===== src/rtl/rx_lock_ctrl_regs.svh =====
/*
 * Register map, field positions, reset values and limits of the receive lock-source control block.
 * Assumes inclusion by bare name from the design modules and the testbench.
 */
`ifndef RX_LOCK_CTRL_REGS_SVH
`define RX_LOCK_CTRL_REGS_SVH

// Word offsets on the Avalon-MM slave (byte address = word offset * 4)
`define REG_CTRL_OFS 4'h0
`define REG_TRIP_OFS 4'h1
`define REG_STATUS_OFS 4'h2
`define REG_IRQ_STAT_OFS 4'h3
`define REG_IRQ_MASK_OFS 4'h4

// CTRL: receiver enable per channel in [3:0]
`define CTRL_RX_EN_LSB 0
`define CTRL_RESET 4'hf

// TRIP: two bits of level trip select per channel, channel n at [2n+1:2n]
`define TRIP_RESET 8'h00

// STATUS: live channel state
`define STAT_FAULT_LSB 0
`define STAT_TRACK_LSB 4
`define STAT_DENS_LSB 8
`define STAT_LEVEL_LSB 12

// IRQ status and mask: fault raised [3:0], lock source changed [7:4]
`define IRQ_FAULT_LSB 0
`define IRQ_TRACK_LSB 4
`define IRQ_RESET 8'h00

// Transition density limit: bits without a transition before the stream is invalid
`define DENSITY_RUN_LIMIT 6'h3c

// Serial rate ranges in MBaud
`define RATE_LOW_MIN_MBAUD 195
`define RATE_MID_MIN_MBAUD 400
`define RATE_HIGH_MIN_MBAUD 800
`define RATE_HIGH_MAX_MBAUD 1500

`define READ_ZERO 32'h0000_0000

`endif


===== src/rtl/rx_lock_ctrl_pkg.sv =====
/*
 * Types shared by the receive lock-source control modules.
 * Assumes the register header sits on the include path.
 */
package rx_lock_ctrl_pkg;
    typedef enum logic [1:0] {
        RATE_LOW = 2'h0,
        RATE_MID = 2'h1,
        RATE_HIGH = 2'h2
    } rate_range_t;

    typedef enum logic [1:0] {
        BUS_IDLE = 2'h1,
        BUS_ACK = 2'h2
    } bus_state_t;
endpackage : rx_lock_ctrl_pkg


===== src/rtl/rx_lock_channel.sv =====
/*
 * One receive channel: lock source choice, input and loopback steering, rate range, link fault.
 * Assumes serial inputs are sampled one bit per clock and are synchronous to sys_clk_in.
 */
`timescale 1ns/1ps
`include "rx_lock_ctrl_regs.svh"

module rx_lock_channel
    import rx_lock_ctrl_pkg::*;
(
    input wire logic sys_clk_in,
    input wire logic nrst_in,
    input wire logic level_density_check_en_in,
    input wire logic use_local_clock_n_in,
    input wire logic rx_input_select_in,
    input wire logic serial_loopback_en_in,
    input wire logic [1:0] rate_range_select_in,
    input wire logic [1:0] level_trip_select_in,
    input wire logic rx_enable_in,
    input wire logic primary_serial_in,
    input wire logic secondary_serial_in,
    input wire logic tx_serial_in,
    input wire logic [1:0] signal_amplitude_in,
    input wire logic rate_in_range_in,
    input wire logic refclk_present_in,
    output logic cdr_serial_out,
    output logic track_serial_data_out,
    output logic serial_drive_out,
    output logic link_fault_n_out,
    output rate_range_t pll_range_out,
    output logic density_ok_out,
    output logic level_ok_out
);
    logic cdr_bit;
    logic prev_bit_q;
    logic [5:0] run_len_q;
    logic [5:0] run_len_d;
    logic density_ok;
    logic level_ok;
    logic data_ok;

    // Loopback wins over the external input pair
    always_comb begin
        if (serial_loopback_en_in) begin
            cdr_bit = tx_serial_in;
        end else if (rx_input_select_in) begin
            cdr_bit = primary_serial_in;
        end else begin
            cdr_bit = secondary_serial_in;
        end
    end

    // Run length saturates so a dead line never wraps back to valid
    always_comb begin
        if (cdr_bit != prev_bit_q) begin
            run_len_d = 6'h01;
        end else if (run_len_q < `DENSITY_RUN_LIMIT) begin
            run_len_d = run_len_q + 6'h01;
        end else begin
            run_len_d = run_len_q;
        end
    end

    always_ff @(posedge sys_clk_in or negedge nrst_in) begin
        if (!nrst_in) begin
            prev_bit_q <= 1'b0;
            run_len_q <= 6'h00;
        end else begin
            prev_bit_q <= cdr_bit;
            run_len_q <= run_len_d;
        end
    end

    assign density_ok = (run_len_q < `DENSITY_RUN_LIMIT);
    assign level_ok = (signal_amplitude_in >= level_trip_select_in);

    always_comb begin
        if (level_density_check_en_in) begin
            data_ok = rate_in_range_in & level_ok & density_ok;
        end else begin
            data_ok = rate_in_range_in;
        end
    end

    always_ff @(posedge sys_clk_in or negedge nrst_in) begin
        if (!nrst_in) begin
            cdr_serial_out <= 1'b0;
            track_serial_data_out <= 1'b0;
            serial_drive_out <= 1'b1;
            link_fault_n_out <= 1'b0;
            pll_range_out <= RATE_MID;
            density_ok_out <= 1'b0;
            level_ok_out <= 1'b0;
        end else begin
            cdr_serial_out <= cdr_bit;
            track_serial_data_out <= use_local_clock_n_in & data_ok;
            serial_drive_out <= serial_loopback_en_in | tx_serial_in;
            link_fault_n_out <= rate_in_range_in & level_ok & density_ok & rx_enable_in
                & use_local_clock_n_in & refclk_present_in;
            // A floating pin that reads as the unused code is taken as mid
            pll_range_out <= (rate_range_select_in == RATE_LOW) ? RATE_LOW
                : (rate_range_select_in == RATE_HIGH) ? RATE_HIGH : RATE_MID;
            density_ok_out <= density_ok;
            level_ok_out <= level_ok;
        end
    end
endmodule : rx_lock_channel


===== src/rtl/rx_lock_source_and_loopback_ctrl.sv =====
/*
 * Top of the four-channel receive lock-source and loopback control with an Avalon-MM register slave.
 * Assumes static board pins synchronous to sys_clk_in and a master that honours waitrequest.
 */
`timescale 1ns/1ps
`include "rx_lock_ctrl_regs.svh"

module rx_lock_source_and_loopback_ctrl
    import rx_lock_ctrl_pkg::*;
#(
    parameter int CHANNELS = 4
) (
    input wire logic sys_clk_in,
    input wire logic nrst_in,
    input wire logic [3:0] avs_address_in,
    input wire logic avs_read_in,
    input wire logic avs_write_in,
    input wire logic [31:0] avs_writedata_in,
    output logic [31:0] avs_readdata_out,
    output logic avs_waitrequest_out,
    output logic irq_out,
    input wire logic level_density_check_en_in,
    input wire logic [CHANNELS-1:0] use_local_clock_n_in,
    input wire logic [CHANNELS-1:0] rx_input_select_in,
    input wire logic [CHANNELS-1:0] serial_loopback_en_in,
    input wire logic [2*CHANNELS-1:0] rate_range_select_in,
    input wire logic [CHANNELS-1:0] primary_serial_in,
    input wire logic [CHANNELS-1:0] secondary_serial_in,
    input wire logic [CHANNELS-1:0] tx_serial_in,
    input wire logic [2*CHANNELS-1:0] signal_amplitude_in,
    input wire logic [CHANNELS-1:0] rate_in_range_in,
    input wire logic [CHANNELS-1:0] refclk_present_in,
    output logic [CHANNELS-1:0] cdr_serial_out,
    output logic [CHANNELS-1:0] track_serial_data_out,
    output logic [CHANNELS-1:0] serial_drive_out,
    output logic [CHANNELS-1:0] link_fault_n_out,
    output logic [2*CHANNELS-1:0] pll_range_out
);
    bus_state_t bus_state_q;
    bus_state_t bus_state_d;
    logic bus_req;
    logic bus_accept;
    logic wr_accept;
    logic rd_accept;

    logic [CHANNELS-1:0] rx_enable_q;
    logic [2*CHANNELS-1:0] level_trip_select_q;
    logic [2*CHANNELS-1:0] irq_stat_q;
    logic [2*CHANNELS-1:0] irq_stat_d;
    logic [2*CHANNELS-1:0] irq_mask_q;
    logic [2*CHANNELS-1:0] irq_event;
    logic irq_clear;
    logic [31:0] read_mux;

    logic [CHANNELS-1:0] ch_fault_n;
    logic [CHANNELS-1:0] ch_track;
    logic [CHANNELS-1:0] ch_dens_ok;
    logic [CHANNELS-1:0] ch_level_ok;
    logic [CHANNELS-1:0] fault_n_prev_q;
    logic [CHANNELS-1:0] track_prev_q;
    logic events_armed_q;

    // Bus handshake: one wait cycle, then answer with waitrequest low
    assign bus_req = avs_read_in | avs_write_in;

    always_comb begin
        bus_state_d = bus_state_q;
        unique case (bus_state_q)
            BUS_IDLE: begin
                if (bus_req) begin
                    bus_state_d = BUS_ACK;
                end
            end
            BUS_ACK: begin
                bus_state_d = BUS_IDLE;
            end
            default: begin
                bus_state_d = BUS_IDLE;
            end
        endcase
    end

    always_ff @(posedge sys_clk_in or negedge nrst_in) begin
        if (!nrst_in) begin
            bus_state_q <= BUS_IDLE;
        end else begin
            bus_state_q <= bus_state_d;
        end
    end

    always_ff @(posedge sys_clk_in or negedge nrst_in) begin
        if (!nrst_in) begin
            avs_waitrequest_out <= 1'b1;
        end else begin
            avs_waitrequest_out <= !(bus_state_q == BUS_IDLE && bus_req);
        end
    end

    // The master samples waitrequest low in BUS_ACK; that edge commits the access
    assign bus_accept = (bus_state_q == BUS_ACK) && bus_req;
    assign wr_accept = bus_accept && avs_write_in;
    assign rd_accept = bus_accept && avs_read_in;

    // Read data is staged one cycle early so it stands when waitrequest drops
    always_comb begin
        read_mux = `READ_ZERO;
        unique case (avs_address_in)
            `REG_CTRL_OFS: begin
                read_mux[`CTRL_RX_EN_LSB +: CHANNELS] = rx_enable_q;
            end
            `REG_TRIP_OFS: begin
                read_mux[2*CHANNELS-1:0] = level_trip_select_q;
            end
            `REG_STATUS_OFS: begin
                read_mux[`STAT_FAULT_LSB +: CHANNELS] = ~ch_fault_n;
                read_mux[`STAT_TRACK_LSB +: CHANNELS] = ch_track;
                read_mux[`STAT_DENS_LSB +: CHANNELS] = ch_dens_ok;
                read_mux[`STAT_LEVEL_LSB +: CHANNELS] = ch_level_ok;
            end
            `REG_IRQ_STAT_OFS: begin
                // Events landing at the capture edge are shown, else the clear would lose them
                read_mux[2*CHANNELS-1:0] = irq_stat_q | irq_event;
            end
            `REG_IRQ_MASK_OFS: begin
                read_mux[2*CHANNELS-1:0] = irq_mask_q;
            end
            default: begin
                read_mux = `READ_ZERO;
            end
        endcase
    end

    always_ff @(posedge sys_clk_in or negedge nrst_in) begin
        if (!nrst_in) begin
            avs_readdata_out <= `READ_ZERO;
        end else if (bus_state_q == BUS_IDLE && avs_read_in) begin
            avs_readdata_out <= read_mux;
        end
    end

    // Control registers
    always_ff @(posedge sys_clk_in or negedge nrst_in) begin
        if (!nrst_in) begin
            rx_enable_q <= `CTRL_RESET;
        end else if (wr_accept && avs_address_in == `REG_CTRL_OFS) begin
            rx_enable_q <= avs_writedata_in[`CTRL_RX_EN_LSB +: CHANNELS];
        end
    end

    always_ff @(posedge sys_clk_in or negedge nrst_in) begin
        if (!nrst_in) begin
            level_trip_select_q <= `TRIP_RESET;
        end else if (wr_accept && avs_address_in == `REG_TRIP_OFS) begin
            level_trip_select_q <= avs_writedata_in[2*CHANNELS-1:0];
        end
    end

    always_ff @(posedge sys_clk_in or negedge nrst_in) begin
        if (!nrst_in) begin
            irq_mask_q <= `IRQ_RESET;
        end else if (wr_accept && avs_address_in == `REG_IRQ_MASK_OFS) begin
            irq_mask_q <= avs_writedata_in[2*CHANNELS-1:0];
        end
    end

    // Per-channel copies share nothing but clock, reset and the global check enable
    generate
        for (genvar ch = 0; ch < CHANNELS; ch++) begin : g_ch
            rate_range_t ch_range;

            rx_lock_channel u_channel (
                .sys_clk_in(sys_clk_in),
                .nrst_in(nrst_in),
                .level_density_check_en_in(level_density_check_en_in),
                .use_local_clock_n_in(use_local_clock_n_in[ch]),
                .rx_input_select_in(rx_input_select_in[ch]),
                .serial_loopback_en_in(serial_loopback_en_in[ch]),
                .rate_range_select_in(rate_range_select_in[2*ch +: 2]),
                .level_trip_select_in(level_trip_select_q[2*ch +: 2]),
                .rx_enable_in(rx_enable_q[ch]),
                .primary_serial_in(primary_serial_in[ch]),
                .secondary_serial_in(secondary_serial_in[ch]),
                .tx_serial_in(tx_serial_in[ch]),
                .signal_amplitude_in(signal_amplitude_in[2*ch +: 2]),
                .rate_in_range_in(rate_in_range_in[ch]),
                .refclk_present_in(refclk_present_in[ch]),
                .cdr_serial_out(cdr_serial_out[ch]),
                .track_serial_data_out(ch_track[ch]),
                .serial_drive_out(serial_drive_out[ch]),
                .link_fault_n_out(ch_fault_n[ch]),
                .pll_range_out(ch_range),
                .density_ok_out(ch_dens_ok[ch]),
                .level_ok_out(ch_level_ok[ch])
            );

            assign pll_range_out[2*ch +: 2] = ch_range;
            assign track_serial_data_out[ch] = ch_track[ch];
            assign link_fault_n_out[ch] = ch_fault_n[ch];
        end
    endgenerate

    // Edge history; first cycle after reset is skipped so reset values raise no event
    always_ff @(posedge sys_clk_in or negedge nrst_in) begin
        if (!nrst_in) begin
            fault_n_prev_q <= {CHANNELS{1'b1}};
            track_prev_q <= {CHANNELS{1'b0}};
            events_armed_q <= 1'b0;
        end else begin
            fault_n_prev_q <= ch_fault_n;
            track_prev_q <= ch_track;
            events_armed_q <= 1'b1;
        end
    end

    assign irq_event[`IRQ_FAULT_LSB +: CHANNELS] = {CHANNELS{events_armed_q}} & fault_n_prev_q & ~ch_fault_n;
    assign irq_event[`IRQ_TRACK_LSB +: CHANNELS] = {CHANNELS{events_armed_q}} & (track_prev_q ^ ch_track);

    // Read of the status clears it; an event in the same cycle still lands
    assign irq_clear = rd_accept && (avs_address_in == `REG_IRQ_STAT_OFS);

    always_comb begin
        irq_stat_d = irq_clear ? `IRQ_RESET : irq_stat_q;
        irq_stat_d = irq_stat_d | irq_event;
    end

    always_ff @(posedge sys_clk_in or negedge nrst_in) begin
        if (!nrst_in) begin
            irq_stat_q <= `IRQ_RESET;
        end else begin
            irq_stat_q <= irq_stat_d;
        end
    end

    always_ff @(posedge sys_clk_in or negedge nrst_in) begin
        if (!nrst_in) begin
            irq_out <= 1'b0;
        end else begin
            irq_out <= |(irq_stat_d & irq_mask_q);
        end
    end
endmodule : rx_lock_source_and_loopback_ctrl


===== config.mk =====
export PLATFORM = sky130hd
export DESIGN_NAME = rx_lock_source_and_loopback_ctrl
export DESIGN_NICKNAME = d
export VERILOG_FILES = /design/src/rtl/rx_lock_ctrl_pkg.sv /design/src/rtl/rx_lock_channel.sv /design/src/rtl/rx_lock_source_and_loopback_ctrl.sv
export VERILOG_INCLUDE_DIRS = /design/src /design/src/rtl
export SDC_FILE = /design/constraint.sdc
export NUM_CORES = 1
export LEC_CHECK = 0
export BUFFER_PORTS_ARGS = -buffer_cell sky130_fd_sc_hd__buf_2
export CORE_UTILIZATION = 52
export CTS_CLUSTER_DIAMETER = 100
export CTS_CLUSTER_SIZE = 10
export DETAILED_ROUTE_END_ITERATION = 6
export GPL_ROUTABILITY_DRIVEN = 1
export PLACE_DENSITY = 0.76
export SLEW_MARGIN = 10
export SYNTH_ARGS = -nofsm -noshare
export SYNTH_HDL_FRONTEND = slang
export SYNTH_SLANG_ARGS = --single-unit

===== constraint.sdc =====
create_clock -name sys_clk_in -period 2.2 [get_ports sys_clk_in]
set_input_delay 0.11 -clock sys_clk_in [delete_from_list [all_inputs] [get_ports sys_clk_in]]
set_output_delay 0.11 -clock sys_clk_in [all_outputs]
set_load 0.02 [all_outputs]

# ---- Word-level counts from Yosys, hierarchy flattened
# Cells that the tools add are included.
dict set report word_totals {
  wordCells 161
  in_bits 89
  ff_bits 113
}
dict set report op_classes {
  n_mux 34
  eq_ne 15
  add_sub_neg 4
  n_bitwise 37
  n_reduce_logical 20
  magnitude_cmp 8
}
# cell count
set op_table {}
lappend op_table {{two-way mux 6 bit} 8}
lappend op_table {{adder 6 x 1 -> 6 bit, second input constant} 4}
lappend op_table {{AND 1 bit} 24}
lappend op_table {{less-than comparator 6 bit, second input constant} 4}
lappend op_table {{two-way mux 2 bit} 10}
lappend op_table {{one-hot mux 4 bit (5 select lines)} 1}
lappend op_table {{two-way mux 8 bit} 2}
lappend op_table {{bitwise OR 8 bit} 2}
lappend op_table {{one-hot mux 4 bit (4 select lines)} 1}
lappend op_table {{AND 4 bit} 3}
lappend op_table {{two-way mux 1 bit} 12}
lappend op_table {{equality test 2 bit, second input constant} 5}
lappend op_table {{logical AND 1 bit} 9}
lappend op_table {{AND 8 bit} 1}
lappend op_table {{equality test 4 x 2 -> 1 bit, second input constant} 2}
lappend op_table {{greater-or-equal comparator 2 bit} 4}
lappend op_table {{logical NOT 2 bit} 4}
lappend op_table {{nonzero test 2 bit} 4}
lappend op_table {{OR reduction 8 bit} 1}
lappend op_table {{bitwise OR 1 bit} 5}
lappend op_table {{equality test 4 x 1 -> 1 bit, second input constant} 1}
lappend op_table {{equality test 4 x 3 -> 1 bit, second input constant} 1}
lappend op_table {{logical NOT 4 bit} 1}
lappend op_table {{!= test 1 bit} 4}
lappend op_table {{other kinds (5)} 5}

# ---- Depth between registers and ports, before layout
# Gate-level depths: netlist of run 1.
dict set report logic_depth {
  depth_word 8
  mapped_depth 6
  mapped_depth_nobuf 6
}

# ---- Modules after synthesis
# Synthesis of run 1 repeated with hierarchy kept, for this count alone.
dict set report unflattened {
  cells_unflattened 426
  hier_area_um2 5046.1
}
# module area_per_inst_um2 cells_each instances
set modules_own_cells {}
lappend modules_own_cells {rx_lock_source_and_loopback_ctrl 2663.8 226 1}
lappend modules_own_cells {rx_lock_channel 595.6 50 4}

# ---- Worst setup path after synthesis of run 1
# OpenSTA, ideal clock, no wires.
dict set report synth_path {
  path_kind {flip-flop to flip-flop}
  from {register bus_state_q[0]}
  to {register avs_readdata_out[4]}
  t_arrival_ns 1.462
  slack_ns 0.648
  n_path_buf 1
  path_stages_with_launch 5
  cell_sequence {dfstp_2 > nand3b_1 > buf_2 > or4_1 > o221ai_1}
}
dict set report synth_between {
  elab_chain_len 2
}
# item line_no
set synth_lines {}
lappend synth_lines {{from (decl)} rx_lock_source_and_loopback_ctrl.sv:39} ;# bus_state_t bus_state_q;
lappend synth_lines {{from (signal assigned)} rx_lock_source_and_loopback_ctrl.sv:87} ;# bus_state_q <= bus_state_d;
lappend synth_lines {{equality test 2 x 1 -> 1 bit} rx_lock_source_and_loopback_ctrl.sv:136} ;# end else if (bus_state_q == BUS_IDLE && avs_read_in) begin
lappend synth_lines {{logical AND 1 bit} rx_lock_source_and_loopback_ctrl.sv:136}
lappend synth_lines {{to (signal assigned)} rx_lock_source_and_loopback_ctrl.sv:135} ;# avs_readdata_out <= `READ_ZERO;
lappend synth_lines {{to (signal assigned)} rx_lock_source_and_loopback_ctrl.sv:137} ;# avs_readdata_out <= read_mux;
lappend synth_lines {{to (decl)} rx_lock_source_and_loopback_ctrl.sv:19} ;# output logic [31:0] avs_readdata_out,
# Every way passes these cells.
# A chain may end at the register's enable or synchronous reset.

# ---- Worst setup path in the final report of run 1
dict set report layout_path {
  from {register level_trip_select_q[4]}
  to {register g_ch[2].u_channel.track_serial_data_out}
}
dict set report layout_between {
  elab_chain_len 5
}
# item line_no
set layout_lines {}
lappend layout_lines {{from (decl)} rx_lock_source_and_loopback_ctrl.sv:47} ;# logic [2*CHANNELS-1:0] level_trip_select_q;
lappend layout_lines {{from (signal assigned)} rx_lock_source_and_loopback_ctrl.sv:152} ;# level_trip_select_q <= `TRIP_RESET;
lappend layout_lines {{from (signal assigned)} rx_lock_source_and_loopback_ctrl.sv:154} ;# level_trip_select_q <= avs_writedata_in[2*CHANNELS-1:0];
lappend layout_lines {{greater-or-equal comparator 2 bit} rx_lock_channel.sv:75} ;# assign level_ok = (signal_amplitude_in >= level_trip_select_in);
lappend layout_lines {{via g_ch[2].u_channel.level_ok} rx_lock_channel.sv:39} ;# logic level_ok;
lappend layout_lines {{AND 1 bit (2 in a row)} rx_lock_channel.sv:79} ;# data_ok = rate_in_range_in & level_ok & density_ok;
lappend layout_lines {{two-way mux 1 bit} rx_lock_channel.sv:78} ;# if (level_density_check_en_in) begin
lappend layout_lines {{AND 1 bit} rx_lock_channel.sv:96} ;# track_serial_data_out <= use_local_clock_n_in & data_ok;
lappend layout_lines {{to (signal assigned)} rx_lock_channel.sv:96}
lappend layout_lines {{to (decl)} rx_lock_channel.sv:27} ;# output logic track_serial_data_out,
# The timed path passes the listed nets, and every way through them passes these cells.

==> results of run 1 <==
## stage by stage
| stage | cells | area (µm²) | setup slack, ns | util, % |
|---|---|---|---|---|
| 3_5_place_dp | 645 | 5580 | 0.474 | 59.6 |
| 5_1_grt | 731 | 6740 | 0.194 | 71.9 |
| 6_report | 731 | 6740 | 0.278 | 71.9 |
| 3_3_place_gp | 645 | 5580 | 0.494 | 59.6 |
| 2_1_floorplan | 449 | 5150 | 0.648 | - |
| 4_1_cts | 731 | 6740 | 0.273 | 71.9 |
## area by class of cell
type | count | area [µm²] | share of cell area [%]
repair buffers | 165 | 1120 | 16.7
well taps | 129 | 161 | 2.40
clock inverters | 14 | 188 | 2.78
clock buffers | 18 | 428 | 6.35
inverters | 9 | 33.8 | 0.501
multi-input cells | 283 | 1950 | 29.0
flip-flops and latches | 113 | 2850 | 42.3
## per-layer routing
metal | up-vias | GRT usage, %
met5 | - | 0
met4 | 0 | 9.70
met3 | 19 | 5.55
met2 | 184 | 44.2
met1 | 1996 | 32.3
li1 | 1809 | -
## sequential cells by signal, indices dropped and copies added, names as in the netlist, 8 cells and up
register	flops
g_ch.u_channel.run_len_q	24
avs_readdata_out	16
g_ch.u_channel.pll_range_out	8
irq_mask_q	8
irq_stat_q	8
level_trip_select_q	8
## cells in the final DEF (no fill, tap or decap), types with 10 or more instances in the layout
cell | Yosys | layout
sky130_fd_sc_hd__o21ai_0 | 18 | 18
sky130_fd_sc_hd__clkbuf_16 | 0 | 16
sky130_fd_sc_hd__xor2_1 | 12 | 12
sky130_fd_sc_hd__mux2i_1 | 12 | 12
sky130_fd_sc_hd__mux2_2 | 14 | 14
sky130_fd_sc_hd__ha_1 | 12 | 12
sky130_fd_sc_hd__dfrtp_1 | 95 | 95
sky130_fd_sc_hd__a22o_1 | 16 | 16
sky130_fd_sc_hd__dlygate4sd3_1 | 0 | 54
sky130_fd_sc_hd__a22oi_1 | 10 | 10
sky130_fd_sc_hd__nand3_1 | 13 | 13
sky130_fd_sc_hd__a21oi_1 | 20 | 20
sky130_fd_sc_hd__nor2_1 | 16 | 16
sky130_fd_sc_hd__dfstp_2 | 18 | 18
sky130_fd_sc_hd__buf_2 | 2 | 105
sky130_fd_sc_hd__nand2_1 | 30 | 30
sky130_fd_sc_hd__conb_1 | 2 | 17
## kinds of logic (layout without fill, tap and decap cells)
group,count (synthesis),after routing
buf+inv,53,206
flops,113,113
xor+xnor,20,20
other cells,2,17
fa+ha+maj,12,12
compound gates,90,90
simple gates,116,116
mux,28,28
## where the power goes
group          internal, mW  total, mW  switching [mW]
Sequential             2.46       2.76           0.304
Clock                  1.86       2.82           0.962
Combinational         0.573       1.23           0.660
## worst max-delay path: cells and delay by family (launching register included)
family | cells | cell delay [ns]
adders and majority gates | 1 | 0.28
and+or+nand+nor | 2 | 0.26
buffers and inverters | 1 | 0.55
AOI/OAI and AO/OA | 2 | 0.28
DFF | 1 | 0.43
## final timing paths
path                                                    start                                       to
setup / recovery                       level_trip_select_q[4]  g_ch[2].u_channel.track_serial_data_out
hold / removal                         secondary_serial_in[1]             g_ch[1].u_channel.prev_bit_q
setup reg to reg                       level_trip_select_q[4]  g_ch[2].u_channel.track_serial_data_out
hold reg to reg            g_ch[2].u_channel.link_fault_n_out                        fault_n_prev_q[2]
max in group asynchronous                             nrst_in       g_ch[1].u_channel.pll_range_out[0]
min in group asynchronous                             nrst_in                          track_prev_q[2]
==> results.py, run 1 <==
metrics = {
    "grt": {
        "vias_in_the_first_global_route": 4068,
        "grt_first_pass_wirelength_um": 19700,
        "largest_net_degree_at_the_start_of_global_routing": 45,
        "antenna_found_initial": 0,
        "grt_use_total_pct": 25.8,
        "grt_overflow": 0,
    },
    "logic_synthesis": {
        "netlist_instances": 434,
        "yosysWarnings": 0,
        "syn-mean-instance-area_um2": 11.7,
        "post_synthesis_cell_area_um2": 5090,
        "synth-edff-count": 0,
        "synth_compound_area_share_pct": 11.8,
        "synthMuxAreaShare_pct": 6.04,
        "synth_commonest_cells": "sky130_fd_sc_hd__dfrtp_1 (95), sky130_fd_sc_hd__buf_4 (33), sky130_fd_sc_hd__nand2_1 (30), sky130_fd_sc_hd__a21oi_1 (20)",
        "async_flop_share_pct": 100,
        "synth_xor_area_share_pct": 3.44,
        "synth.top_cell.area_share_pct": 46.7,
        "synth.largest_area_cell": "sky130_fd_sc_hd__dfrtp_1",
        "ys.flop_type": "sky130_fd_sc_hd__dfrtp_1",
        "combinational_family_with_the_most_area_after_synthesis": "simple AND/OR/NAND/NOR gates",
        "synth_area_leaders": "sky130_fd_sc_hd__dfrtp_1 (47%), sky130_fd_sc_hd__dfstp_2 (9.3%), sky130_fd_sc_hd__buf_4 (4.9%), sky130_fd_sc_hd__mux2_2 (3.1%), sky130_fd_sc_hd__ha_1 (2.9%)",
        "postSynthRegisterBits": 113,
        "synth_most_common_cell": "sky130_fd_sc_hd__dfrtp_1",
        "synth_adder_area_share_pct": 2.95,
        "yosys.cell_types.count": 49,
        "synth_seq_area_share_pct": 56.0,
        "synth_simple_gate_area_share_pct": 12.9,
    },
    "power": {
        "powerDensity_nw_per_um2": 1010,
        "power_leakage_nw": 3.28,
        "ir_drop_v": 0.000543,
        "report.power.total_mw": 6.82,
    },
    "critical_path": {
        "reg_to_reg_setup_timing_slack_ns": 0.28,
        "kind_of_capture_point_of_the_worst_setup_path": "register",
        "criticalPathCategory": "reg2reg",
        "cp_max_fo": 3,
        "ff2ff_path_depth": 6,
        "critical-path-max-stage-delay_ns": 0.55,
        "slowest_stage_cell_on_the_critical_path": "sky130_fd_sc_hd__dlygate4sd3_1",
        "arrival_ns": 2.32,
        "cp_data_required_time_ns": 2.60,
        "cp_cell_sequence": "ha_1 > nand2b_1 > a21o_1 > nand2_1 > a21oi_1 > dlygate4sd3_1",
        "worstSetupStartpointType": "register",
    },
    "routing": {
        "routedWlPerCell_um": 16.7,
        "topRoutingLayerUsed": "met4",
        "detailedRoute.firstPassIterationCount": 4,
        "vias_per_cell": 5.48,
        "antenna_violating_nets_post_route": 0,
        "via_count": 4008,
        "dr_wl_met2_um": 6240,
        "drt-initial-drc-count": 206,
        "met3_wirelength_um": 813,
        "routed_wl_um": 12200,
        "drc": 0,
        "routedLengthMet1_um": 4950,
    },
    "clock_network": {
        "cts_buffer_depth": 2,
        "cts_root_buffer": "sky130_fd_sc_hd__clkbuf_8",
        "clkLatencyLatePin_ns": 0.52,
        "numCtsBuffers": 17,
        "post-cts-setup-buffers": 0,
        "post_cts_hold_buffer_count": 54,
        "post_cts.resized_instances": 0,
        "tritoncts": "done",
        "clock_sink_count": 113,
        "cts_max_level": 4,
        "clkSlewWorstSetupHoldPaths_ns": 0.06,
    },
    "timing": {
        "timing_worst_slew_pin_value_ns": 0.558,
        "setup_total_negative_slack_ns": 0,
        "report.final.slew_viol_count": 0,
        "hold_viol_final": 0,
        "timing.fmax_mhz": 520,
        "fin_crit_sh_pct": 87.4,
        "timing.max_slew.rel_slack_pct": 62.8,
        "report.final.setup_viol": 0,
        "worst_hold_slack_ns": 0.00905,
        "period_needed_ns": 1.92,
        "clock_skew_ns": 0.00514,
        "rsz0062_at_grt": "false",
    },
    "layout": {
        "area_growth_syn_to_layout_pct": 32.3,
        "insertedDiodeCount": 0,
        "fin_nets": 690,
        "fillCellCount": 651,
        "layout-drive-gt1-share_pct": 31.1,
    },
    "floorplanning": {
        "chipHeight_um": 101,
        "placement_rows": 35,
        "floorplan.die_area_um2": 10200,
        "floorplan.core_area_um2": 9370,
        "initial_utilization_pct": 54.3,
        "boundaryPins": 147,
        "die_w_um": 101,
    },
    "placed_design": {
        "place_hpwl_um": 7970,
        "gp_routability_congestion": 0.905,
        "numPortBuffers": 106,
    },
    "min_path": {
        "hold_class": "in2reg",
        "hold_depth": 3,
    },
    "status": {
        "run_status": "finished clean",
    },
    "job": {
        "drv.max_cap_violation_count": 0,
    },
}
Power figures use the tool's default switching activity.
==> run 2: changes to the inputs <==
clock period = 2.15 ns   (was 2.2 ns; I/O delays follow)
==> run 2 against run 1 <==
Clock skew increased by 0.0022 ns. Final area decreased by 0.67%. Routed wire length increased by 1.6%. Global-route usage increased by 0.38 points. Final cell count decreased by 0.27%. Total power increased by 0.97%. Via count decreased by 1.5%. Clock-buffer cell count increased by 4. Non-clock buffer count decreased by 2. Fmax decreased by 6.8%. Hold slack improved by 0.043 ns. Highest routed layer unchanged.
==> results.py, run 2 (same netlist as run 1, synthesis figures left out) <==
metrics = {
    "status": {
        "run_status": "finished clean",
    },
    "timing": {
        "timing.max_slew.rel_slack_pct": 60.8,
        "timing_worst_slew_pin_value_ns": 0.589,
        "setup_total_negative_slack_ns": 0,
        "clock_skew_ns": 0.00736,
        "period_needed_ns": 2.06,
        "layout_setup_ws_ns": 0.0885,
        "fin_crit_sh_pct": 95.9,
        "rsz0062_at_grt": "false",
        "timing.fmax_mhz": 485,
        "hold_viol_final": 0,
        "report.final.slew_viol_count": 0,
        "worst_hold_slack_ns": 0.0525,
        "report.final.setup_viol": 0,
    },
    "power": {
        "internal_power_mw": 4.92,
        "ir_drop_v": 0.000602,
        "power_leakage_nw": 3.26,
        "total_switching_power_mw": 1.96,
        "powerDensity_nw_per_um2": 1030,
        "combinationalPowerShare_pct": 18.5,
        "power.switching_fraction_pct": 28.5,
        "share_clk_of_total_power_pct": 40.4,
        "power.share.sequential_pct": 41.1,
    },
    "critical_path": {
        "criticalPathCategory": "reg2reg",
        "arrival_ns": 2.51,
        "worstSetupStartpointType": "register",
        "cp_cell_sequence": "ha_1 > nand2b_1 > a21o_1 > nand2_1 > nor3_1 > dlygate4sd3_1",
        "cp_data_required_time_ns": 2.59,
        "slowest_stage_cell_on_the_critical_path": "sky130_fd_sc_hd__dlygate4sd3_1",
        "cp_max_fo": 3,
        "critical-path-max-stage-delay_ns": 0.62,
        "kind_of_capture_point_of_the_worst_setup_path": "register",
    },
    "clock_network": {
        "cts_buffer_depth": 2,
        "clkSlewWorstSetupHoldPaths_ns": 0.06,
        "clkLatencyLatePin_ns": 0.51,
        "cts_root_buffer": "sky130_fd_sc_hd__clkbuf_8",
        "clock_sink_count": 113,
        "post_cts.resized_instances": 0,
        "cts_max_level": 4,
        "numCtsBuffers": 17,
        "tritoncts": "done",
    },
    "routing": {
        "detailedRoute.firstPassIterationCount": 4,
        "topRoutingLayerUsed": "met4",
        "routedWlPerCell_um": 17.0,
        "antenna_violating_nets_post_route": 0,
        "met3_wirelength_um": 852,
        "routedLengthMet1_um": 4980,
        "drt-initial-drc-count": 150,
        "via_count": 3947,
        "drc": 0,
        "routed_wl_um": 12400,
        "dr_wl_met2_um": 6270,
        "vias_per_cell": 5.41,
    },
    "floorplanning": {
        "chipHeight_um": 101,
        "boundaryPins": 147,
        "initial_utilization_pct": 54.3,
        "placement_rows": 35,
        "die_w_um": 101,
        "floorplan.die_area_um2": 10200,
        "floorplan.core_area_um2": 9370,
    },
    "layout": {
        "layout.cells.most_common": "sky130_fd_sc_hd__buf_2",
        "largest_register_ff_count": 24,
        "final_core_utilization_pct": 71.4,
        "top_registers": "g_ch.u_channel.run_len_q: 24 flops, avs_readdata_out: 16 flops",
        "most-common-layout-cells": "sky130_fd_sc_hd__buf_2 (105), sky130_fd_sc_hd__dfrtp_1 (95), sky130_fd_sc_hd__dlygate4sd3_1 (53), sky130_fd_sc_hd__nand2_1 (30), sky130_fd_sc_hd__a21oi_1 (20)",
        "fin_nets": 688,
        "layout-drive-gt1-share_pct": 30.5,
        "regMostFlops": "g_ch.u_channel.run_len_q",
        "fillCellCount": 694,
        "area_growth_syn_to_layout_pct": 31.4,
        "insertedDiodeCount": 0,
    },
    "grt": {
        "largest_net_degree_at_the_start_of_global_routing": 51,
        "grt_first_pass_wirelength_um": 19600,
        "vias_in_the_first_global_route": 4046,
        "grt_overflow": 0,
        "antenna_found_initial": 0,
        "grt_use_total_pct": 26.2,
    },
    "min_path": {
        "hold_class": "in2reg",
    },
    "placed_design": {
        "post-place-ws_ns": 0.426,
        "gp_routability_congestion": 0.899,
        "place_hpwl_um": 7950,
        "numPortBuffers": 106,
    },
    "job": {
        "drv.max_cap_violation_count": 0,
    },
}
-- run 2: cell types whose count changed in the layout (fill, tap and decap cells not counted) --
cell / before / now
sky130_fd_sc_hd__dlygate4sd3_1: 54 / 53
sky130_fd_sc_hd__bufinv_16: 4 / 3
sky130_fd_sc_hd__clkinv_4: 1 / 0
sky130_fd_sc_hd__clkinv_2: 4 / 3
sky130_fd_sc_hd__inv_6: 1 / 0
sky130_fd_sc_hd__buf_4: 5 / 4
sky130_fd_sc_hd__clkbuf_8: 2 / 3
sky130_fd_sc_hd__clkbuf_1: 0 / 3
-- run 2: critical path: cells and delay by family, from the launching register on --
family,cells,cell delay [ns]
buf+inv,1,0.62
simple gates,3,0.49
flops,1,0.42
fa+ha+maj,1,0.30
compound gates,1,0.16
-- run 2: worst paths after layout --
path	depth (start not counted)	start	slack, ns	to
setup reg to reg	6	level_trip_select_q[2]	0.09	g_ch[1].u_channel.link_fault_n_out
max in group asynchronous	3	nrst_in	1.25	g_ch[2].u_channel.serial_drive_out
hold reg to reg	0	g_ch[0].u_channel.link_fault_n_out	0.43	fault_n_prev_q[0]
min in group asynchronous	2	nrst_in	0.14	avs_readdata_out[6]
hold / removal	3	secondary_serial_in[1]	0.05	g_ch[1].u_channel.prev_bit_q
setup / recovery	6	level_trip_select_q[2]	0.09	g_ch[1].u_channel.link_fault_n_out
-- run 2: repair_timing --
action	4_1_cts	5_1_grt
endpoints found under the hold margin	93	0
setup buffers	0	0
hold buffers	53	0
-- run 2: area by class of cell --
cell class / instances / area [µm²] / share of cell area (%)
clock inverter: 10 / 135 / 2.02
sequential: 113 / 2850 / 42.6
inverter: 9 / 33.8 / 0.505
tap: 129 / 161 / 2.41
clock buffer: 22 / 453 / 6.77
timing repair buffer: 163 / 1110 / 16.5
multi-input combinational: 283 / 1950 / 29.2
-- run 2: layer usage --
| metal | vias up | GRT usage [%] |
|---|---|---|
| met5 | - | 0 |
| met4 | 0 | 14.0 |
| met3 | 30 | 6.93 |
| met2 | 171 | 43.2 |
| met1 | 1946 | 31.7 |
| li1 | 1800 | - |
-- run 2: power by group through the flow --
stage | clock [mW] | sequential (mW) | combinational, mW
after global placement | 0 | 2.83 | 1.11
after detailed placement | 0 | 2.85 | 1.16
after global routing | 2.92 | 2.87 | 1.41
after CTS | 2.80 | 2.82 | 1.26
after floorplan | 0 | 2.84 | 0.776
final | 2.78 | 2.83 | 1.27
-- run 2: metrics by stage --
| stage | cells | total power, mW | area, µm² |
|---|---|---|---|
| global route | 729 | 7.20 | 6690 |
| detailed placement | 644 | 4.01 | 5580 |
| CTS | 729 | 6.88 | 6690 |
| global placement | 644 | 3.93 | 5580 |
| finish | 729 | 6.89 | 6690 |
| floorplan | 449 | 3.62 | 5150 |
==> run 3: changes to the inputs <==
ABC_AREA = 1   (was unset)
CTS_CLUSTER_SIZE = unset   (was 10)
==> run 3 against run 2 <==
Sequential power about the same. Highest routed layer unchanged. Critical path type unchanged. Global-route usage increased by 0.57 points. Via count increased by 13%. Register-to-register slack improved by 0.15 ns. Combinational power increased by 12%.
==> results.py, run 3 <==
metrics = {
    "layout": {
        "multi_input_comb_area_um2": 1870,
        "layout.cells.most_common": "sky130_fd_sc_hd__nand2_1",
        "final-seq-area_um2": 2850,
        "most-common-layout-cells": "sky130_fd_sc_hd__nand2_1 (139), sky130_fd_sc_hd__buf_2 (105), sky130_fd_sc_hd__dfrtp_1 (95), sky130_fd_sc_hd__inv_1 (79), sky130_fd_sc_hd__dlygate4sd3_1 (60)",
        "finish.instance_area_um2": 6960,
        "fin_nets": 853,
        "final_core_utilization_pct": 70.8,
        "regMostFlops": "g_ch.u_channel.run_len_q",
        "top_registers": "g_ch.u_channel.run_len_q: 24 flops, avs_readdata_out: 16 flops",
        "fillCellCount": 754,
        "insertedDiodeCount": 0,
        "layout-drive-gt1-share_pct": 24.1,
        "largest_register_ff_count": 24,
        "area_growth_syn_to_layout_pct": 31.6,
    },
    "routing": {
        "met3_wirelength_um": 787,
        "topRoutingLayerUsed": "met4",
        "dr_wl_met2_um": 6670,
        "drt-initial-drc-count": 206,
        "vias_per_cell": 4.99,
        "routedWlPerCell_um": 14.4,
        "detailedRoute.firstPassIterationCount": 4,
        "routed_wl_um": 13000,
        "drc": 0,
        "routedLengthMet1_um": 5230,
        "antenna_violating_nets_post_route": 0,
        "via_count": 4479,
    },
    "critical_path": {
        "critical_path.reg2reg.startpoint": "rx_enable_q[1]",
        "crit_buf_inv": 2,
        "cp_data_required_time_ns": 2.60,
        "arrival_ns": 2.36,
        "critical-path-top-cell-by-count": "sky130_fd_sc_hd__dlygate4sd3_1",
        "critical-path-max-stage-delay_ns": 0.56,
        "worst_path_dominant_cell_family": "buffers and inverters",
        "cp_max_fo": 3,
        "kind_of_capture_point_of_the_worst_setup_path": "register",
        "cp_cell_sequence": "nand3_1 > dlygate4sd3_1 > nor2_1 > dlygate4sd3_1",
        "setup.worst_path.start": "rx_enable_q[1]",
        "slowest_stage_cell_on_the_critical_path": "sky130_fd_sc_hd__dlygate4sd3_1",
        "criticalPathCategory": "reg2reg",
        "ff2ff_path_depth": 4,
        "timing.rr.end": "g_ch[1].u_channel.link_fault_n_out",
        "reg_to_reg_setup_timing_slack_ns": 0.24,
        "worstSetupStartpointType": "register",
    },
    "grt": {
        "vias_in_the_first_global_route": 4644,
        "largest_net_degree_at_the_start_of_global_routing": 48,
        "grt_overflow": 0,
        "grt_first_pass_wirelength_um": 21100,
        "grt_use_total_pct": 26.8,
        "antenna_found_initial": 0,
    },
    "min_path": {
        "hold_depth": 5,
        "hold_class": "in2reg",
        "worstHoldEndpoint": "g_ch[2].u_channel.level_ok_out",
        "hold_path_startpoint": "signal_amplitude_in[4]",
    },
    "clock_network": {
        "clkSlewWorstSetupHoldPaths_ns": 0.05,
        "clock_sink_count": 113,
        "cts_max_level": 4,
        "tritoncts": "done",
        "numCtsBuffers": 17,
        "post-cts-setup-buffers": 0,
        "cts_buffer_depth": 2,
        "cts_root_buffer": "sky130_fd_sc_hd__clkbuf_8",
        "clkLatencyLatePin_ns": 0.52,
    },
    "placed_design": {
        "postPlaceCellArea_um2": 5780,
        "numPortBuffers": 106,
        "place_hpwl_um": 8340,
        "gp_routability_congestion": 0.897,
    },
    "floorplanning": {
        "floorplan.core_area_um2": 9820,
        "initial_utilization_pct": 53.8,
        "die_w_um": 103,
        "placement_rows": 36,
        "chipHeight_um": 103,
        "floorplan.die_area_um2": 10600,
        "boundaryPins": 147,
    },
    "timing": {
        "clock_skew_ns": 0.00571,
        "timing_worst_slew_pin_value_ns": 0.643,
        "report.final.setup_viol": 0,
        "fin_crit_sh_pct": 88.7,
        "timing.fmax_mhz": 524,
        "setup_total_negative_slack_ns": 0,
        "rsz0062_at_grt": "false",
        "timing.max_slew.rel_slack_pct": 57.1,
        "period_needed_ns": 1.91,
        "hold_viol_final": 0,
        "report.final.slew_viol_count": 0,
    },
    "logic_synthesis": {
        "synth.largest_area_cell": "sky130_fd_sc_hd__dfrtp_1",
        "async_flop_share_pct": 100,
        "synth-edff-count": 0,
        "synth.top_cell.area_share_pct": 45.0,
        "yosysWarnings": 0,
        "yosys.cell_types.count": 30,
        "syn-mean-instance-area_um2": 8.91,
        "ys.flop_type": "sky130_fd_sc_hd__dfrtp_1",
        "synth_commonest_cells": "sky130_fd_sc_hd__nand2_1 (139), sky130_fd_sc_hd__dfrtp_1 (95), sky130_fd_sc_hd__inv_1 (79), sky130_fd_sc_hd__nand3_1 (55), sky130_fd_sc_hd__buf_4 (34)",
        "postSynthRegisterBits": 113,
        "synth_area_leaders": "sky130_fd_sc_hd__dfrtp_1 (45%), sky130_fd_sc_hd__nand2_1 (9.9%), sky130_fd_sc_hd__dfstp_2 (8.9%), sky130_fd_sc_hd__inv_1 (5.6%), sky130_fd_sc_hd__nand3_1 (5.2%)",
        "post_synthesis_cell_area_um2": 5290,
        "netlist_instances": 593,
        "synth_seq_area_share_pct": 53.9,
        "synth_most_common_cell": "sky130_fd_sc_hd__nand2_1",
    },
    "status": {
        "run_status": "finished clean",
    },
    "power": {
        "powerDensity_nw_per_um2": 997,
        "ir_drop_v": 0.000531,
        "power_leakage_nw": 3.56,
    },
    "job": {
        "drv.max_cap_violation_count": 0,
    },
}
run 3: cell types whose count changed after synthesis, moves of 6 or more:
| cell | change |
|---|---|
| sky130_fd_sc_hd__nand3_1 | +42 |
| sky130_fd_sc_hd__nand2b_1 | -8 |
| sky130_fd_sc_hd__nor3_1 | -9 |
| sky130_fd_sc_hd__mux2_2 | -14 |
| sky130_fd_sc_hd__mux2i_1 | -12 |
| sky130_fd_sc_hd__o21ai_1 | +21 |
| sky130_fd_sc_hd__a22oi_1 | -10 |
| sky130_fd_sc_hd__nor2_1 | +7 |
| sky130_fd_sc_hd__a22o_1 | -16 |
| sky130_fd_sc_hd__a21o_1 | -8 |
| sky130_fd_sc_hd__nand2_1 | +109 |
| sky130_fd_sc_hd__nand2_2 | +6 |
| sky130_fd_sc_hd__nor2b_1 | -6 |
| sky130_fd_sc_hd__inv_1 | +70 |
run 3: repair_timing:
action / in CTS / in global routing
endpoints found under the hold margin: 91 / 0
hold buffers: 60 / 0
setup endpoints to repair: 0 / 0
gates resized for setup: 0 / 0
run 3: worst min-delay path: stages:
cell                      delay, ns
sky130_fd_sc_hd__buf_2         0.09
sky130_fd_sc_hd__inv_1         0.04
sky130_fd_sc_hd__ha_1          0.12
sky130_fd_sc_hd__o21ai_0       0.08
sky130_fd_sc_hd__nand2_1       0.08
run 3: stage by stage:
| stage | setup slack (ns) | cells | hold WS (ns) | power [mW] |
|---|---|---|---|---|
| 2_1_floorplan | 0.817 | 608 | -0.188 | 3.72 |
| 3_3_place_gp | 0.796 | 806 | 0.164 | 4.08 |
| 3_5_place_dp | 0.746 | 806 | 0.169 | 4.16 |
| 4_1_cts | 0.278 | 898 | 0.0525 | 6.92 |
| 5_1_grt | 0.156 | 898 | 0.0885 | 7.27 |
| 6_report | 0.243 | 898 | 0.0526 | 6.93 |
run 3: area by class of cell:
cell class / instances / area share, %
tap: 133 / 2.39
clock buffer: 21 / 6.75
clock inverter: 11 / 1.53
multi-input combinational: 367 / 26.8
inverter: 84 / 4.53
timing repair buffer: 169 / 17.0
sequential: 113 / 41.0
run 3: power breakdown:
group / internal (mW) / leakage, nW / total (mW) / switching, mW
Sequential: 2.55 / 1.38 / 2.86 / 0.305
Combinational: 0.579 / 1.91 / 1.42 / 0.844
Clock: 1.65 / 0.264 / 2.65 / 0.999
Total: 4.79 / 3.56 / 6.93 / 2.15
run 3: metal layers:
metal | track usage (%) | vias up
met3 | 8.00 | 27
li1 | - | 2147
met5 | 0 | -
met1 | 30.8 | 2162
met2 | 47.4 | 143
met4 | 9.53 | 0
run 3: how the worst max path moves through the flow:
| stage | to | cells past startpoint |
|---|---|---|
| after floorplan | avs_readdata_out[8] | 7 |
| after global placement | avs_readdata_out[7] | 8 |
| after detailed placement | avs_readdata_out[7] | 8 |
| after CTS | g_ch[2].u_channel.link_fault_n_out | 4 |
| after global routing | g_ch[3].u_channel.link_fault_n_out | 4 |
| final | g_ch[1].u_channel.link_fault_n_out | 4 |
run 3: cells by family after synthesis:
logic type / synth area share (%)
adders and majority gates: 2.84
AOI/OAI and AO/OA: 6.67
and+or+nand+nor: 21.4
xor gates and xnor gates: 3.15
buffers and inverters: 11.8
other: 0.142
DFF: 53.9
